`src/inc/lpcs_pkg.sv`:
```
// package for the low-power clock stop sequence
package lpcs_pkg;
  localparam int          ADDR_W       = 24;
  localparam int          FC_W         = 3;
  localparam logic [2:0]  FC_SUP_DATA  = 3'h5;
  localparam logic [23:0] LP_ADDR_RST  = 24'h000000;
  localparam logic [15:0] SW_RST       = 16'h2700;
  localparam logic [15:0] STOP_IMM_RST = 16'h2000;
  localparam logic [2:0]  MASK_LSB     = 3'h0;
  localparam int          MASK_POS     = 8;
  localparam int          SUP_POS      = 13;
  localparam logic [2:0]  CNT_RST      = 3'h0;
  localparam logic [2:0]  CYC_W16      = 3'h3;
  localparam logic [2:0]  CYC_W8       = 3'h4;
  typedef enum logic [2:0] {
    LPCS_RUN   = 3'b000,
    LPCS_WRITE = 3'b001,
    LPCS_STOP  = 3'b010,
    LPCS_ARB   = 3'b011,
    LPCS_SLEEP = 3'b100,
    LPCS_RTE   = 3'b101
  } lpcs_cpu_st_t;
endpackage

```
`src/inc/lpcs_if.sv`:
```
// bus between the processor end and the clock-gating end
`timescale 1ns/1ps
interface lpcs_if;
  logic [23:0] addr_lines;
  logic        rw_n;
  logic [2:0]  func_code;
  logic        bus_cyc;
  logic        bus_req;
  logic        bus_grant;
  logic        bus_off;
  logic        cpu_clk_en;
  logic        irq_req;
  logic [2:0]  irq_level;
  logic        bus8_sel;
  modport cpu (output addr_lines, rw_n, func_code, bus_cyc, bus_grant,
               bus_off, input bus_req, cpu_clk_en, irq_req, irq_level,
               bus8_sel);
  modport gate (input addr_lines, rw_n, func_code, bus_cyc, bus_grant,
                bus_off, output bus_req, cpu_clk_en, irq_req, irq_level,
                bus8_sel);
endinterface

```
`src/lpcs_cpu.sv`:
```
// processor end: low-power routine bus sequence with stoppable clock
`timescale 1ns/1ps
// Behaviour
// - low power only entered from supervisor mode
// - enter from an exception routine
// - partner watches address, direction, function code
// - match needs low address write, code 101
// - partner counts cycles from matching write
// - clock stops after immediate operand read
// - 8-bit bus fetches operand in three cycles
// - no runt clock pulses to processor
// - bus arbitration completes during operand fetch
// - routine first writes zero byte to address
// - halt loads status word, sets interrupt mask
// - exception return resumes normal execution
// - state retained while clock stopped
// - data bus width fixed 8 or 16
// - clock may stop indefinitely
module lpcs_cpu
  import lpcs_pkg::*;
#(
  parameter int ADDR_BITS = ADDR_W,
  parameter int FC_BITS   = FC_W,
  parameter int SW_BITS   = 16
)
(
  input  wire logic                 clk,
  input  wire logic                 arst_n,
  input  wire logic                 ce,
  lpcs_if.cpu                       bus,
  input  wire logic                 enter_req,
  input  wire logic [ADDR_W-1:0]    lp_addr,
  input  wire logic [15:0]          stop_imm,
  output logic [15:0]               status_word,
  output logic                      in_low_power,
  output logic                      done,
  output logic                      refused
);
  import lpcs_pkg::*;

  // bus and status word layout are fixed by the sequence
  if (ADDR_BITS != ADDR_W) begin : g_addr_bits_chk
    $error("address width must equal the bus width");
  end
  if (FC_BITS != FC_W) begin : g_fc_bits_chk
    $error("function code width must equal the bus width");
  end
  if (SW_BITS != 16) begin : g_sw_bits_chk
    $error("status word must be 16 bits");
  end
  if (SUP_POS >= SW_BITS || MASK_POS + 3 > SW_BITS) begin : g_sw_pos_chk
    $error("status word fields out of range");
  end
  // partner counts must cover the write and every operand fetch
  if (CYC_W16 != 3'h3 || CYC_W8 != 3'h4) begin : g_count_chk
    $error("partner cycle counts disagree with fetch lengths");
  end
  if (CNT_RST != 3'h0) begin : g_cnt_rst_chk
    $error("fetch count must start from zero");
  end

  lpcs_cpu_st_t st_reg;
  lpcs_cpu_st_t st_next;
  logic [2:0]   fetch_reg;
  logic [2:0]   fetch_next;
  logic [2:0]   fetch_len;
  logic         last_fetch;
  logic         grant_reg;
  logic         gclk;
  logic         sup_mode;
  logic [2:0]   irq_mask;
  logic         irq_wake;
  logic [15:0]  saved_sw_reg;
  logic [15:0]  sw_next;
  logic         sw_load;
  logic [23:0]  wr_addr_reg;

  // state only moves while the partner lets the clock run
  assign gclk       = ce && bus.cpu_clk_en;
  assign fetch_len  = bus.bus8_sel ? 3'h2 : 3'h1;
  assign last_fetch = st_reg == LPCS_STOP && fetch_reg == fetch_len;
  assign sup_mode   = status_word[SUP_POS];
  assign irq_mask   = status_word[MASK_POS +: 3];
  assign irq_wake   = bus.irq_req && bus.irq_level > irq_mask;

  // sequence: write, immediate fetch, arbitration, sleep, return
  always_comb begin
    st_next    = st_reg;
    fetch_next = fetch_reg;
    unique case (st_reg)
      LPCS_RUN: begin
        if (enter_req && sup_mode) begin
          st_next = LPCS_WRITE;
        end
      end
      LPCS_WRITE: begin
        st_next    = LPCS_STOP;
        fetch_next = CNT_RST;
      end
      LPCS_STOP: begin
        if (last_fetch) begin
          st_next = LPCS_ARB;
        end else begin
          fetch_next = fetch_reg + 3'h1;
        end
      end
      LPCS_ARB: begin
        st_next = LPCS_SLEEP;
      end
      LPCS_SLEEP: begin
        if (irq_wake) begin
          st_next = LPCS_RTE;
        end
      end
      LPCS_RTE: begin
        st_next = LPCS_RUN;
      end
      default: begin
        st_next = LPCS_RUN;
      end
    endcase
  end

  always_ff @(posedge clk or negedge arst_n) begin
    if (!arst_n) begin
      st_reg <= LPCS_RUN;
    end else if (gclk) begin
      st_reg <= st_next;
    end
  end

  always_ff @(posedge clk or negedge arst_n) begin
    if (!arst_n) begin
      fetch_reg <= CNT_RST;
    end else if (gclk) begin
      fetch_reg <= fetch_next;
    end
  end

  // address held for the write even if the input moves
  always_ff @(posedge clk or negedge arst_n) begin
    if (!arst_n) begin
      wr_addr_reg <= LP_ADDR_RST;
    end else if (gclk && st_reg == LPCS_RUN && st_next == LPCS_WRITE) begin
      wr_addr_reg <= lp_addr;
    end
  end

  // halt operand loads the mask, return restores the saved word
  always_comb begin
    sw_load = 1'b0;
    sw_next = status_word;
    if (last_fetch) begin
      sw_load = 1'b1;
      sw_next = stop_imm;
    end else if (st_reg == LPCS_RTE) begin
      sw_load = 1'b1;
      sw_next = saved_sw_reg;
    end
  end

  always_ff @(posedge clk or negedge arst_n) begin
    if (!arst_n) begin
      status_word <= SW_RST;
    end else if (gclk && sw_load) begin
      status_word <= sw_next;
    end
  end

  // word in force when the sequence began, put back on return
  always_ff @(posedge clk or negedge arst_n) begin
    if (!arst_n) begin
      saved_sw_reg <= SW_RST;
    end else if (gclk && st_reg == LPCS_RUN && st_next == LPCS_WRITE) begin
      saved_sw_reg <= status_word;
    end
  end

  // grant follows a request once the sequence has started
  always_ff @(posedge clk or negedge arst_n) begin
    if (!arst_n) begin
      grant_reg <= 1'b0;
    end else if (gclk) begin
      grant_reg <= bus.bus_req && st_reg != LPCS_RUN;
    end
  end

  // write to the chosen address, then supervisor program fetches
  always_comb begin
    bus.addr_lines = '0;
    bus.rw_n       = 1'b1;
    bus.func_code  = FC_SUP_DATA;
    bus.bus_cyc    = 1'b0;
    if (st_reg == LPCS_WRITE) begin
      bus.addr_lines = wr_addr_reg;
      bus.rw_n       = 1'b0;
      bus.bus_cyc    = 1'b1;
    end else if (st_reg == LPCS_STOP) begin
      bus.func_code = 3'h6;
      bus.bus_cyc   = 1'b1;
    end
  end

  assign bus.bus_grant = grant_reg;
  assign bus.bus_off   = grant_reg && st_reg == LPCS_SLEEP;
  assign in_low_power  = st_reg == LPCS_SLEEP;
  assign done          = st_reg == LPCS_RTE && gclk;
  assign refused       = enter_req && st_reg == LPCS_RUN && !sup_mode;
endmodule // lpcs_cpu

```
`src/flat_wrapper.sv`:
```
// flat-port wrapper written by rule: the top's interface ports become plain ports
module lpcs_cpu_flat import lpcs_pkg::*;
#(
  parameter int ADDR_BITS = ADDR_W,
  parameter int FC_BITS   = FC_W,
  parameter int SW_BITS   = 16
)
  (clk, arst_n, ce, enter_req, lp_addr, stop_imm, status_word, in_low_power, done, refused, bus_addr_lines, bus_rw_n, bus_func_code, bus_bus_cyc, bus_bus_grant, bus_bus_off, bus_bus_req, bus_cpu_clk_en, bus_irq_req, bus_irq_level, bus_bus8_sel);
  lpcs_if bus_i ();
  input  wire logic clk;
  input  wire logic arst_n;
  input  wire logic ce;
  input  wire logic enter_req;
  input  wire logic [ADDR_W-1:0] lp_addr;
  input  wire logic [15:0] stop_imm;
  output logic [15:0] status_word;
  output logic in_low_power;
  output logic done;
  output logic refused;
  output wire logic [$bits(bus_i.addr_lines)-1:0] bus_addr_lines;
  output wire logic [$bits(bus_i.rw_n)-1:0] bus_rw_n;
  output wire logic [$bits(bus_i.func_code)-1:0] bus_func_code;
  output wire logic [$bits(bus_i.bus_cyc)-1:0] bus_bus_cyc;
  output wire logic [$bits(bus_i.bus_grant)-1:0] bus_bus_grant;
  output wire logic [$bits(bus_i.bus_off)-1:0] bus_bus_off;
  input wire logic [$bits(bus_i.bus_req)-1:0] bus_bus_req;
  input wire logic [$bits(bus_i.cpu_clk_en)-1:0] bus_cpu_clk_en;
  input wire logic [$bits(bus_i.irq_req)-1:0] bus_irq_req;
  input wire logic [$bits(bus_i.irq_level)-1:0] bus_irq_level;
  input wire logic [$bits(bus_i.bus8_sel)-1:0] bus_bus8_sel;
  assign bus_addr_lines = bus_i.addr_lines;
  assign bus_rw_n = bus_i.rw_n;
  assign bus_func_code = bus_i.func_code;
  assign bus_bus_cyc = bus_i.bus_cyc;
  assign bus_bus_grant = bus_i.bus_grant;
  assign bus_bus_off = bus_i.bus_off;
  assign bus_i.bus_req = bus_bus_req;
  assign bus_i.cpu_clk_en = bus_cpu_clk_en;
  assign bus_i.irq_req = bus_irq_req;
  assign bus_i.irq_level = bus_irq_level;
  assign bus_i.bus8_sel = bus_bus8_sel;
  lpcs_cpu #(.ADDR_BITS(ADDR_BITS), .FC_BITS(FC_BITS), .SW_BITS(SW_BITS)) u_core (.clk(clk), .arst_n(arst_n), .ce(ce), .bus(bus_i), .enter_req(enter_req), .lp_addr(lp_addr), .stop_imm(stop_imm), .status_word(status_word), .in_low_power(in_low_power), .done(done), .refused(refused));
endmodule
```
`config.mk`:
```
export PLATFORM = sky130hd
export DESIGN_NAME = lpcs_cpu_flat
export DESIGN_NICKNAME = d
export VERILOG_FILES = /design/src/inc/lpcs_pkg.sv /design/src/inc/lpcs_if.sv /design/src/lpcs_cpu.sv /design/src/flat_wrapper.sv
export SDC_FILE = /design/constraint.sdc
export NUM_CORES = 1
export LEC_CHECK = 0
export BUFFER_PORTS_ARGS = -buffer_cell sky130_fd_sc_hd__buf_4
export CAP_MARGIN = 20
export CORE_ASPECT_RATIO = 1.4
export CORE_UTILIZATION = 30
export CTS_BUF_LIST = sky130_fd_sc_hd__clkbuf_4 sky130_fd_sc_hd__clkbuf_8
export DETAILED_ROUTE_END_ITERATION = 10
export HOLD_SLACK_MARGIN = 0.06
export PLACE_DENSITY = 0.58
export SLEW_MARGIN = 30
export SYNTH_ARGS = -nofsm -noshare
export SYNTH_HDL_FRONTEND = slang
export SYNTH_SLANG_ARGS = --single-unit
export TNS_END_PERCENT = 5
```
`constraint.sdc`:
```
create_clock -name clk -period 2.3 [get_ports clk]
set_input_delay 0.46 -clock clk [delete_from_list [all_inputs] [get_ports clk]]
set_output_delay 0.46 -clock clk [all_outputs]
set_load 0.05 [all_outputs]
```
==> flow_summary.toml, run 1 <==
[global_routing]
grt_max_degree = 64
grt_pass1_vias = 2248
track_usage = 0.149
gr-total-overflow = 0
antenna_found_initial = 0
grt_pass1_wl_um = 11400

[setup_path]
setup.worst_path.start_class = "flop"
critPathKind = "flop to primary output"
crit_required_ns = 1.84
rrSetupSlack_ns = 0.18
slowest_delay_ns = 0.42
crit_chain = "buf_4 -> nor3b_2 -> buf_6 -> and2_1 -> buf_4"
arrival_ns = 1.73
cp_slowest_cell = "dfrtp_1"
cp_num_buf_inv = 3
path_common_cell = "buf_4"
cp_top_family = "buffers and inverters"
cp_max_fo = 28
cp-end-kind = "primary output"

[cells_and_area]
drive_above_1_share = 0.390
largest_register_ffs = 24
fill_cells = 884
num_antenna_cells = 0
layout_common_cells = "buf_4, dfrtp_1, a22o_1"
fin_nets = 412
final_common_cell = "buf_4"
syn2layout_area_growth_pct = 39.7

[yosys]
synth.net_count = 306
ys_ff_latch = 63
yosys_warnings = 0
yosysUniqueCellTypes = 32
syn_inst = 251
syn_area_mm2 = 0.00283
ys_seq_area_frac = 0.561
avgSynthCellArea_um2 = 11.3

[pwr]
total_power_mw = 5.68
cellLeakagePower_nw = 2.02
powerDensity_mw_per_mm2 = 1440
ir_worst_vdd_mv = 0.525

[die]
die_x_um = 84.1
row_count = 41
initial_core_util = 0.311
ios = 101
fp.coreArea_mm2 = 0.00908
die_h_um = 117
fp.dieArea_mm2 = 0.00982

[clock_tree]
clock_path_buffers = 2
cts_buffers = 9
cts_max_level = 3
cts_num_sinks = 63
cts-root-buf = "clkbuf_8"
cts_tree = "yes"
insertion_delay_ns = 0.34
cts.clk_slew.worst_paths_ns = 0.07

[status]
status = "finished, violations left"
violations = "DRC"

[placed_design]
io_buffers = 99
dp_hpwl_um = 4870
gp_congestion = 0.778

[sta]
drv_slew = 0
rsz0062_at_grt = "no"
fmax_mhz = 457
setup_viol = 0
tightest_slew_ns = 0.812
period_share = 0.951
tns_ns = 0
hold_viol_final = 0
fin_skew_ns = 0.00872
finalWorstPathRequiredPeriod_ns = 2.19
slew_headroom = 0.459

[route]
drt_iter0_drc = 101
via_count = 2256
postRouteAntennaNets = 0
drc = 7
viasPerCell = 4.81
wirelength_um = 7020
drt-pass1-iter-count = 7
wl_per_cell_um = 15.0

[worst_hold_path]
hold_class = "input port to asynchronous set/reset pin"

[flow_run]
timing.max_cap.violations = 0
worst paths after layout:
| kind | to | cells after the start | from |
|---|---|---|---|
| hold reg to reg | u_core.wr_addr_reg[1]$_DFFE_PN0P_ | 1 | u_core.wr_addr_reg[1]$_DFFE_PN0P_ |
| min in group clk | u_core.wr_addr_reg[12]$_DFFE_PN0P_ | 2 | lp_addr[12] |
| hold / removal | u_core.wr_addr_reg[21]$_DFFE_PN0P_ | 1 | arst_n |
| max in group asynchronous | u_core.status_word[1]$_DFFE_PN0P_ | 1 | arst_n |
| setup / recovery | bus_addr_lines[14] | 5 | u_core.st_reg[2]$_DFFE_PN0P_ |
| setup reg to reg | u_core.saved_sw_reg[14]$_DFFE_PN0P_ | 9 | u_core.status_word[9]$_DFFE_PN1P_ |
layer usage:
layer / share of wire / up-vias / track usage / routed length (µm)
li1: - / 1100 / - / -
met1: 0.42 / 1098 / 0.176 / 2940
met2: 0.53 / 47 / 0.259 / 3690
met3: 0.036 / 11 / 0.0323 / 256
met4: 0.020 / 0 / 0.0747 / 138
met5: 0 / - / 0 / 0
Yosys cell counts:
cell / count / area [µm²]
dfrtp_1: 55 / 1380
a22o_1: 39 / 342
and2_1: 27 / 169
nor2_1: 20 / 75.1
a21oi_1: 19 / 95.1
mux2i_1: 16 / 160
buf_2: 11 / 55.1
dfstp_2: 8 / 210
nand2_1: 8 / 30.0
inv_1: 7 / 26.3
o21ai_0: 7 / 35.0
clkbuf_1: 4 / 15.0
ha_1: 4 / 50.1
nand3_1: 4 / 20.0
nor3_1: 2 / 10.0
nor3b_1: 2 / 15.0
o31ai_1: 2 / 15.0
or2_1: 2 / 12.5
a21o_1: 1 / 7.51
a21oi_2: 1 / 8.76
and3_1: 1 / 6.26
and3b_1: 1 / 8.76
buf_4: 1 / 7.51
buf_6: 1 / 11.3
conb_1: 1 / 3.75
nand3b_1: 1 / 7.51
nand4_1: 1 / 6.26
nor2b_1: 1 / 6.26
nor3b_4: 1 / 18.8
o2111ai_1: 1 / 8.76
o211ai_1: 1 / 7.51
o21a_1: 1 / 7.51
worst register-to-register path: cells and delay by family (launching register included):
| family | cells | cell delay, ns |
|---|---|---|
| compound gates | 4 | 0.69 |
| flops | 1 | 0.53 |
| buf+inv | 3 | 0.36 |
| fa+ha+maj | 1 | 0.28 |
| simple gates | 1 | 0.13 |
where the power goes:
group,internal [mW],switching [mW]
clock network,0.471,0.417
logic,1.08,1.68
registers,1.68,0.352
kinds of logic (layout without fill, tap and decap cells):
kind of cell | count (synthesis) | in the layout | synth area share
AO/OA/AOI/OAI | 72 | 72 | 0.186
adder cells (fa/ha/maj) | 4 | 4 | 0.0177
buffers and inverters | 24 | 135 | 0.0407
flip-flops | 63 | 63 | 0.561
multiplexers | 16 | 16 | 0.0566
other | 1 | 1 | 0.00133
AND/OR/NAND/NOR | 71 | 71 | 0.136
through the flow:
step / utilization / instances / hold WS (ns) / setup slack, ns / instance area [µm²]
3_5_place_dp: 0.413 / 452 / 0.483 / -0.0639 / 3750
4_1_cts: 0.435 / 469 / 0.235 / 0.0207 / 3950
3_3_place_gp: 0.410 / 450 / 0.479 / -0.217 / 3720
6_report: 0.435 / 469 / 0.213 / 0.112 / 3950
5_1_grt: 0.435 / 469 / 0.257 / 0.0155 / 3950
2_1_floorplan: - / 251 / 0.164 / -0.0123 / 2830
final cells by class:
type	count	area (µm²)	share of cell area
clock inverter	3	17.5	0.00443
tap	107	134	0.0339
inverter	7	26.3	0.00665
timing repair buffer	112	872	0.221
clock buffer	13	166	0.0421
multi-input combinational	164	1150	0.291
sequential	63	1590	0.402
timing repair:
item                                    in CTS  in global routing
buffers inserted                             1                  0
gates resized for setup                      1                  1
pin swaps                                    1                  0
endpoints found under the setup margin      14                 15
hold buffers                                 0                  0
Power figures use the tool's default switching activity.
==> run 2, diff against run 1 <==
--- a/config.mk
+++ b/config.mk
@@ -7,7 +7,6 @@
 export LEC_CHECK = 0
 export BUFFER_PORTS_ARGS = -buffer_cell sky130_fd_sc_hd__buf_4
 export CAP_MARGIN = 20
-export CORE_ASPECT_RATIO = 1.4
 export CORE_UTILIZATION = 30
 export CTS_BUF_LIST = sky130_fd_sc_hd__clkbuf_4 sky130_fd_sc_hd__clkbuf_8
 export DETAILED_ROUTE_END_ITERATION = 10
==> run 2 against run 1 <==
Effect of this change: the flow now finishes without violations; clock power rose by 5.1%; via count up 0.71%; register-to-register slack got worse by 0.07 ns; combinational power is essentially flat; fmax decreased by 0.20%; total power is 1.2% higher; clock-buffer cell count fell by 2; critical path type is now flop to flop; design area up 1.1%; wire length decreased by 0.46%; largest power group unchanged; clock skew is 0.0011 ns lower.
==> flow_summary.toml, run 2 (synthesis gave the netlist of run 1 again) <==
[status]
status = "finished clean"

[clock_tree]
cts.clk_slew.worst_paths_ns = 0.07
cts_tree = "yes"
clock_path_buffers = 2
cts_buffers = 9
insertion_delay_ns = 0.33
cts_max_level = 3
ctsHoldBuffers = 0
post-cts-setup-buffer-count = 0
cts-root-buf = "clkbuf_8"
cts_num_sinks = 63

[sta]
slew_headroom = 0.464
period_share = 0.953
drv_slew = 0
fin_skew_ns = 0.00766
tightest_slew_ns = 0.803
hold_viol_final = 0
fmax_mhz = 456
tns_ns = 0
rsz0062_at_grt = "no"
setup_viol = 0
finalWorstPathRequiredPeriod_ns = 2.19

[route]
wl_per_cell_um = 14.8
drc = 0
drt_iter0_drc = 51
via_count = 2272
drt-pass1-iter-count = 6
wirelength_um = 6990
viasPerCell = 4.80
postRouteAntennaNets = 0

[global_routing]
met3_usage = 0.0426
grt_pass1_wl_um = 11200
grt_max_degree = 64
track_usage = 0.149
gr-total-overflow = 0
grt.met1_usage = 0.191
antenna_found_initial = 0
grt_most_used_layer = "met2"
grt_use_met2 = 0.231
grt_pass1_vias = 2283

[placed_design]
place_inst = 457
gp_congestion = 0.721
io_buffers = 99
dp_hpwl_um = 4770
placed_cell_area_mm2 = 0.00379

[cells_and_area]
fin_area_mm2 = 0.00399
final_common_cell = "buf_4"
instances_no_fill = 473
drive_above_1_share = 0.392
fin_nets = 412
num_antenna_cells = 0
largest_register_ffs = 24
syn2layout_area_growth_pct = 41.2
layout_common_cells = "buf_4, dfrtp_1, a22o_1"

[setup_path]
critPathKind = "flop to flop"
cp-end-kind = "flop"
crit_required_ns = 2.52
arrival_ns = 2.41
cp_max_fo = 19
setup.worst_path.start_class = "flop"

[worst_hold_path]
hold_class = "input port to asynchronous set/reset pin"

[pwr]
powerDensity_mw_per_mm2 = 1440
cellLeakagePower_nw = 2.04
ir_worst_vdd_mv = 0.618

[die]
die_h_um = 99.1
row_count = 35
fp.coreArea_mm2 = 0.00920
die_x_um = 99.1
ios = 101
initial_core_util = 0.307
fp.dieArea_mm2 = 0.00982

[flow_run]
timing.max_cap.violations = 0
-- run 2: cell count changes in the layout (fill, tap and decap cells not counted) --
cell and change:
o2111ai_4 +1, buf_6 -1, o2111ai_2 -1, clkbuf_8 -2
or2_2 +1, buf_8 -2, clkinvlp_4 -1, clkinv_2 +2
or2_1 -1, bufinv_16 +1, buf_16 +2, buf_4 +1
-- run 2: stage by stage --
step	util	power [mW]	hold slack (ns)	worst slack [ns]
after floorplan	-	3.92	0.164	-0.0123
after CTS	0.433	5.82	0.229	0.0768
after global placement	0.406	4.76	0.481	-0.220
after global routing	0.434	6.11	0.263	0.00320
final	0.434	5.75	0.200	0.108
after detailed placement	0.412	4.84	0.483	-0.0225
-- run 2: worst paths after layout --
path                                                     from  cells after the start  slack [ns]                                  to
min                                                    arst_n                      1        0.20   u_core.status_word[2]$_DFFE_PN0P_
max reg2reg                 u_core.status_word[9]$_DFFE_PN1P_                      9        0.11   u_core.wr_addr_reg[1]$_DFFE_PN0P_
max                         u_core.status_word[9]$_DFFE_PN1P_                      9        0.11   u_core.wr_addr_reg[1]$_DFFE_PN0P_
min reg2reg                u_core.wr_addr_reg[13]$_DFFE_PN0P_                      1        0.50  u_core.wr_addr_reg[13]$_DFFE_PN0P_
max in group asynchronous                              arst_n                      1        1.55     u_core.fetch_reg[2]$_DFFE_PN0P_
min in group clk                                  lp_addr[10]                      2        0.34  u_core.wr_addr_reg[10]$_DFFE_PN0P_
-- run 2: what timing repair did --
action / in CTS / in global routing
gates resized for setup: 1 / 1
gates cloned: 0 / 0
setup endpoints to repair: 19 / 12
endpoints found under the hold margin: 0 / 0
pin swaps: 0 / 1
-- run 2: routing by layer --
metal	vias up	part of all wire
met5	-	0
met4	0	0.016
met3	10	0.054
met2	53	0.47
met1	1107	0.46
li1	1102	-
-- run 2: final cells by class --
| cell class | count | area (µm²) |
|---|---|---|
| fill | 903 | 5200 |
| sequential | 63 | 1590 |
| multi-input combinational | 164 | 1160 |
| timing repair buffer | 112 | 893 |
| clock buffer | 11 | 139 |
| tap | 111 | 139 |
| clock inverter | 5 | 50.0 |
| inverter | 7 | 26.3 |
-- run 2: critical path, stage by stage (launching register included) --
cell and delay (ns):
dfstp_2 0.53, inv_1 0.05, ha_1 0.28, nor2b_1 0.14, o21a_1 0.19, o2111ai_4 0.22
a21oi_4 0.14, buf_16 0.18, buf_16 0.16, a22o_1 0.18
-- run 2: report_power, final --
group | internal (mW) | leakage (nW) | switching (mW)
combinational | 1.08 | 1.14 | 1.68
clock | 0.517 | 0.104 | 0.415
sequential | 1.68 | 0.791 | 0.368
==> run 3, diff against run 2 <==
--- a/config.mk
+++ b/config.mk
@@ -7,11 +7,13 @@
 export LEC_CHECK = 0
 export BUFFER_PORTS_ARGS = -buffer_cell sky130_fd_sc_hd__buf_4
 export CAP_MARGIN = 20
+export CELL_PAD_IN_SITES_DETAIL_PLACEMENT = 2
+export CELL_PAD_IN_SITES_GLOBAL_PLACEMENT = 2
 export CORE_UTILIZATION = 30
 export CTS_BUF_LIST = sky130_fd_sc_hd__clkbuf_4 sky130_fd_sc_hd__clkbuf_8
 export DETAILED_ROUTE_END_ITERATION = 10
 export HOLD_SLACK_MARGIN = 0.06
-export PLACE_DENSITY = 0.58
+export PLACE_DENSITY = 0.83
 export SLEW_MARGIN = 30
 export SYNTH_ARGS = -nofsm -noshare
 export SYNTH_HDL_FRONTEND = slang
==> run 3 against run 2 <==
Effect of this change: clock power up 15%; die area unchanged; highest routed layer unchanged; clock skew up 0.0035 ns.
==> flow_summary.toml, run 3 (synthesis gave the netlist of run 1 again) <==
[status]
status = "finished clean"

[setup_path]
cp-end-kind = "primary output"
cp_max_fo = 28
crit_required_ns = 1.84
arrival_ns = 1.73
setup.worst_path.start_class = "flop"
critPathKind = "flop to primary output"

[die]
fp.dieArea_mm2 = 0.00982
ios = 101
fp.coreArea_mm2 = 0.00920
die_x_um = 99.1
row_count = 35
initial_core_util = 0.307
die_h_um = 99.1

[placed_design]
io_buffers = 99
dp_hpwl_um = 5860
gp_congestion = 0.784

[sta]
setup_viol = 0
tns_ns = 0
fmax_mhz = 457
drv_slew = 0
whs_ns = 0.197
slew_headroom = 0.456
fin_skew_ns = 0.0111
tightest_slew_ns = 0.816
finalWorstPathRequiredPeriod_ns = 2.19
hold_viol_final = 0
rsz0062_at_grt = "no"
period_share = 0.950

[cells_and_area]
layout_common_cells = "buf_4, dfrtp_1, a22o_1"
largest_register_ffs = 24
num_antenna_cells = 0
drive_above_1_share = 0.392
final_common_cell = "buf_4"
syn2layout_area_growth_pct = 41.1
fin_nets = 412

[route]
via_count = 2360
wirelength_um = 8200
drt-pass1-iter-count = 4
drc = 0
drt_iter0_drc = 67
wl_per_cell_um = 17.3
postRouteAntennaNets = 0
viasPerCell = 4.99

[clock_tree]
clock_path_buffers = 2
cts-root-buf = "clkbuf_8"
cts_buffers = 9
cts_num_sinks = 63
cts_max_level = 3
cts.clk_slew.worst_paths_ns = 0.08
cts_tree = "yes"
insertion_delay_ns = 0.34
ctsHoldBuffers = 0

[global_routing]
track_usage = 0.175
grt_pass1_vias = 2529
grt_pass1_wl_um = 13400
antenna_found_initial = 0
grt_max_degree = 64
gr-total-overflow = 0

[pwr]
combPwrFrac = 0.470
power.internal_mw = 3.38
ir_worst_vdd_mv = 0.579
cellLeakagePower_nw = 2.04
total_power_mw = 5.95
p_sw_mw = 2.57
clkPwrFrac = 0.180
powerDensity_mw_per_mm2 = 1490
p_sw_frac = 0.431
p_seq_frac = 0.350

[worst_hold_path]
hold_class = "input port to asynchronous set/reset pin"

[flow_run]
timing.max_cap.violations = 0
[run 3: final cells by class]
type	count	area [µm²]
clock inverters	6	83.8
multi-input cells	164	1150
well taps	111	139
fillers	995	5210
inverters	7	26.3
clock buffers	10	131
repair buffers	112	873
flip-flops and latches	63	1590
[run 3: what timing repair did]
action                     4_1_cts  5_1_grt
setup endpoints to repair       10        2
gates resized for setup          0        2
hold endpoints to repair         0        0
setup buffers                    1        0
pin swaps                        1        0
[run 3: worst paths after layout]
path                                                            to  slack, ns  cells past startpoint                         startpoint
worst min-delay path             u_core.status_word[0]$_DFFE_PN0P_       0.20                      1                             arst_n
min in group clk                u_core.wr_addr_reg[18]$_DFFE_PN0P_       0.34                      2                        lp_addr[18]
worst max-delay path                             bus_addr_lines[9]       0.11                      4       u_core.st_reg[2]$_DFFE_PN0P_
worst min register to register   u_core.wr_addr_reg[7]$_DFFE_PN0P_       0.50                      1  u_core.wr_addr_reg[7]$_DFFE_PN0P_
worst max register to register  u_core.wr_addr_reg[22]$_DFFE_PN0P_       0.15                      8  u_core.status_word[9]$_DFFE_PN1P_
max in group asynchronous             u_core.st_reg[0]$_DFFE_PN0P_       1.51                      1                             arst_n
[run 3: per-stage QoR]
| step | cells | util | setup WS, ns | cell area (µm²) |
|---|---|---|---|---|
| floorplan | 251 | - | -0.0123 | 2830 |
| global placement | 455 | 0.404 | -0.170 | 3720 |
| detailed placement | 456 | 0.407 | -0.00275 | 3750 |
| CTS | 473 | 0.433 | 0.0285 | 3980 |
| global route | 473 | 0.434 | 0.00813 | 3990 |
| finish | 473 | 0.434 | 0.114 | 3990 |
[run 3: per-layer routing]
metal / track usage / routed length [µm]
met1: 0.219 / 3570
met2: 0.299 / 4210
met3: 0.0496 / 391
met4: 0.0441 / 36
met5: 0 / 0
[run 3: critical path, cell delays in order (launching register included)]
cell,delay (ns)
dfrtp_1,0.50
nor3b_2,0.21
buf_4,0.28
and2_1,0.19
buf_4,0.20
[run 3: power groups by stage]
stage	clock network, mW	registers (mW)	logic (mW)
6_report	1.07	2.08	2.80
5_1_grt	1.15	2.16	2.99
4_1_cts	1.10	2.09	2.83
2_1_floorplan	0	2.45	1.47
3_5_place_dp	0	2.10	2.82
3_3_place_gp	0	2.06	2.69
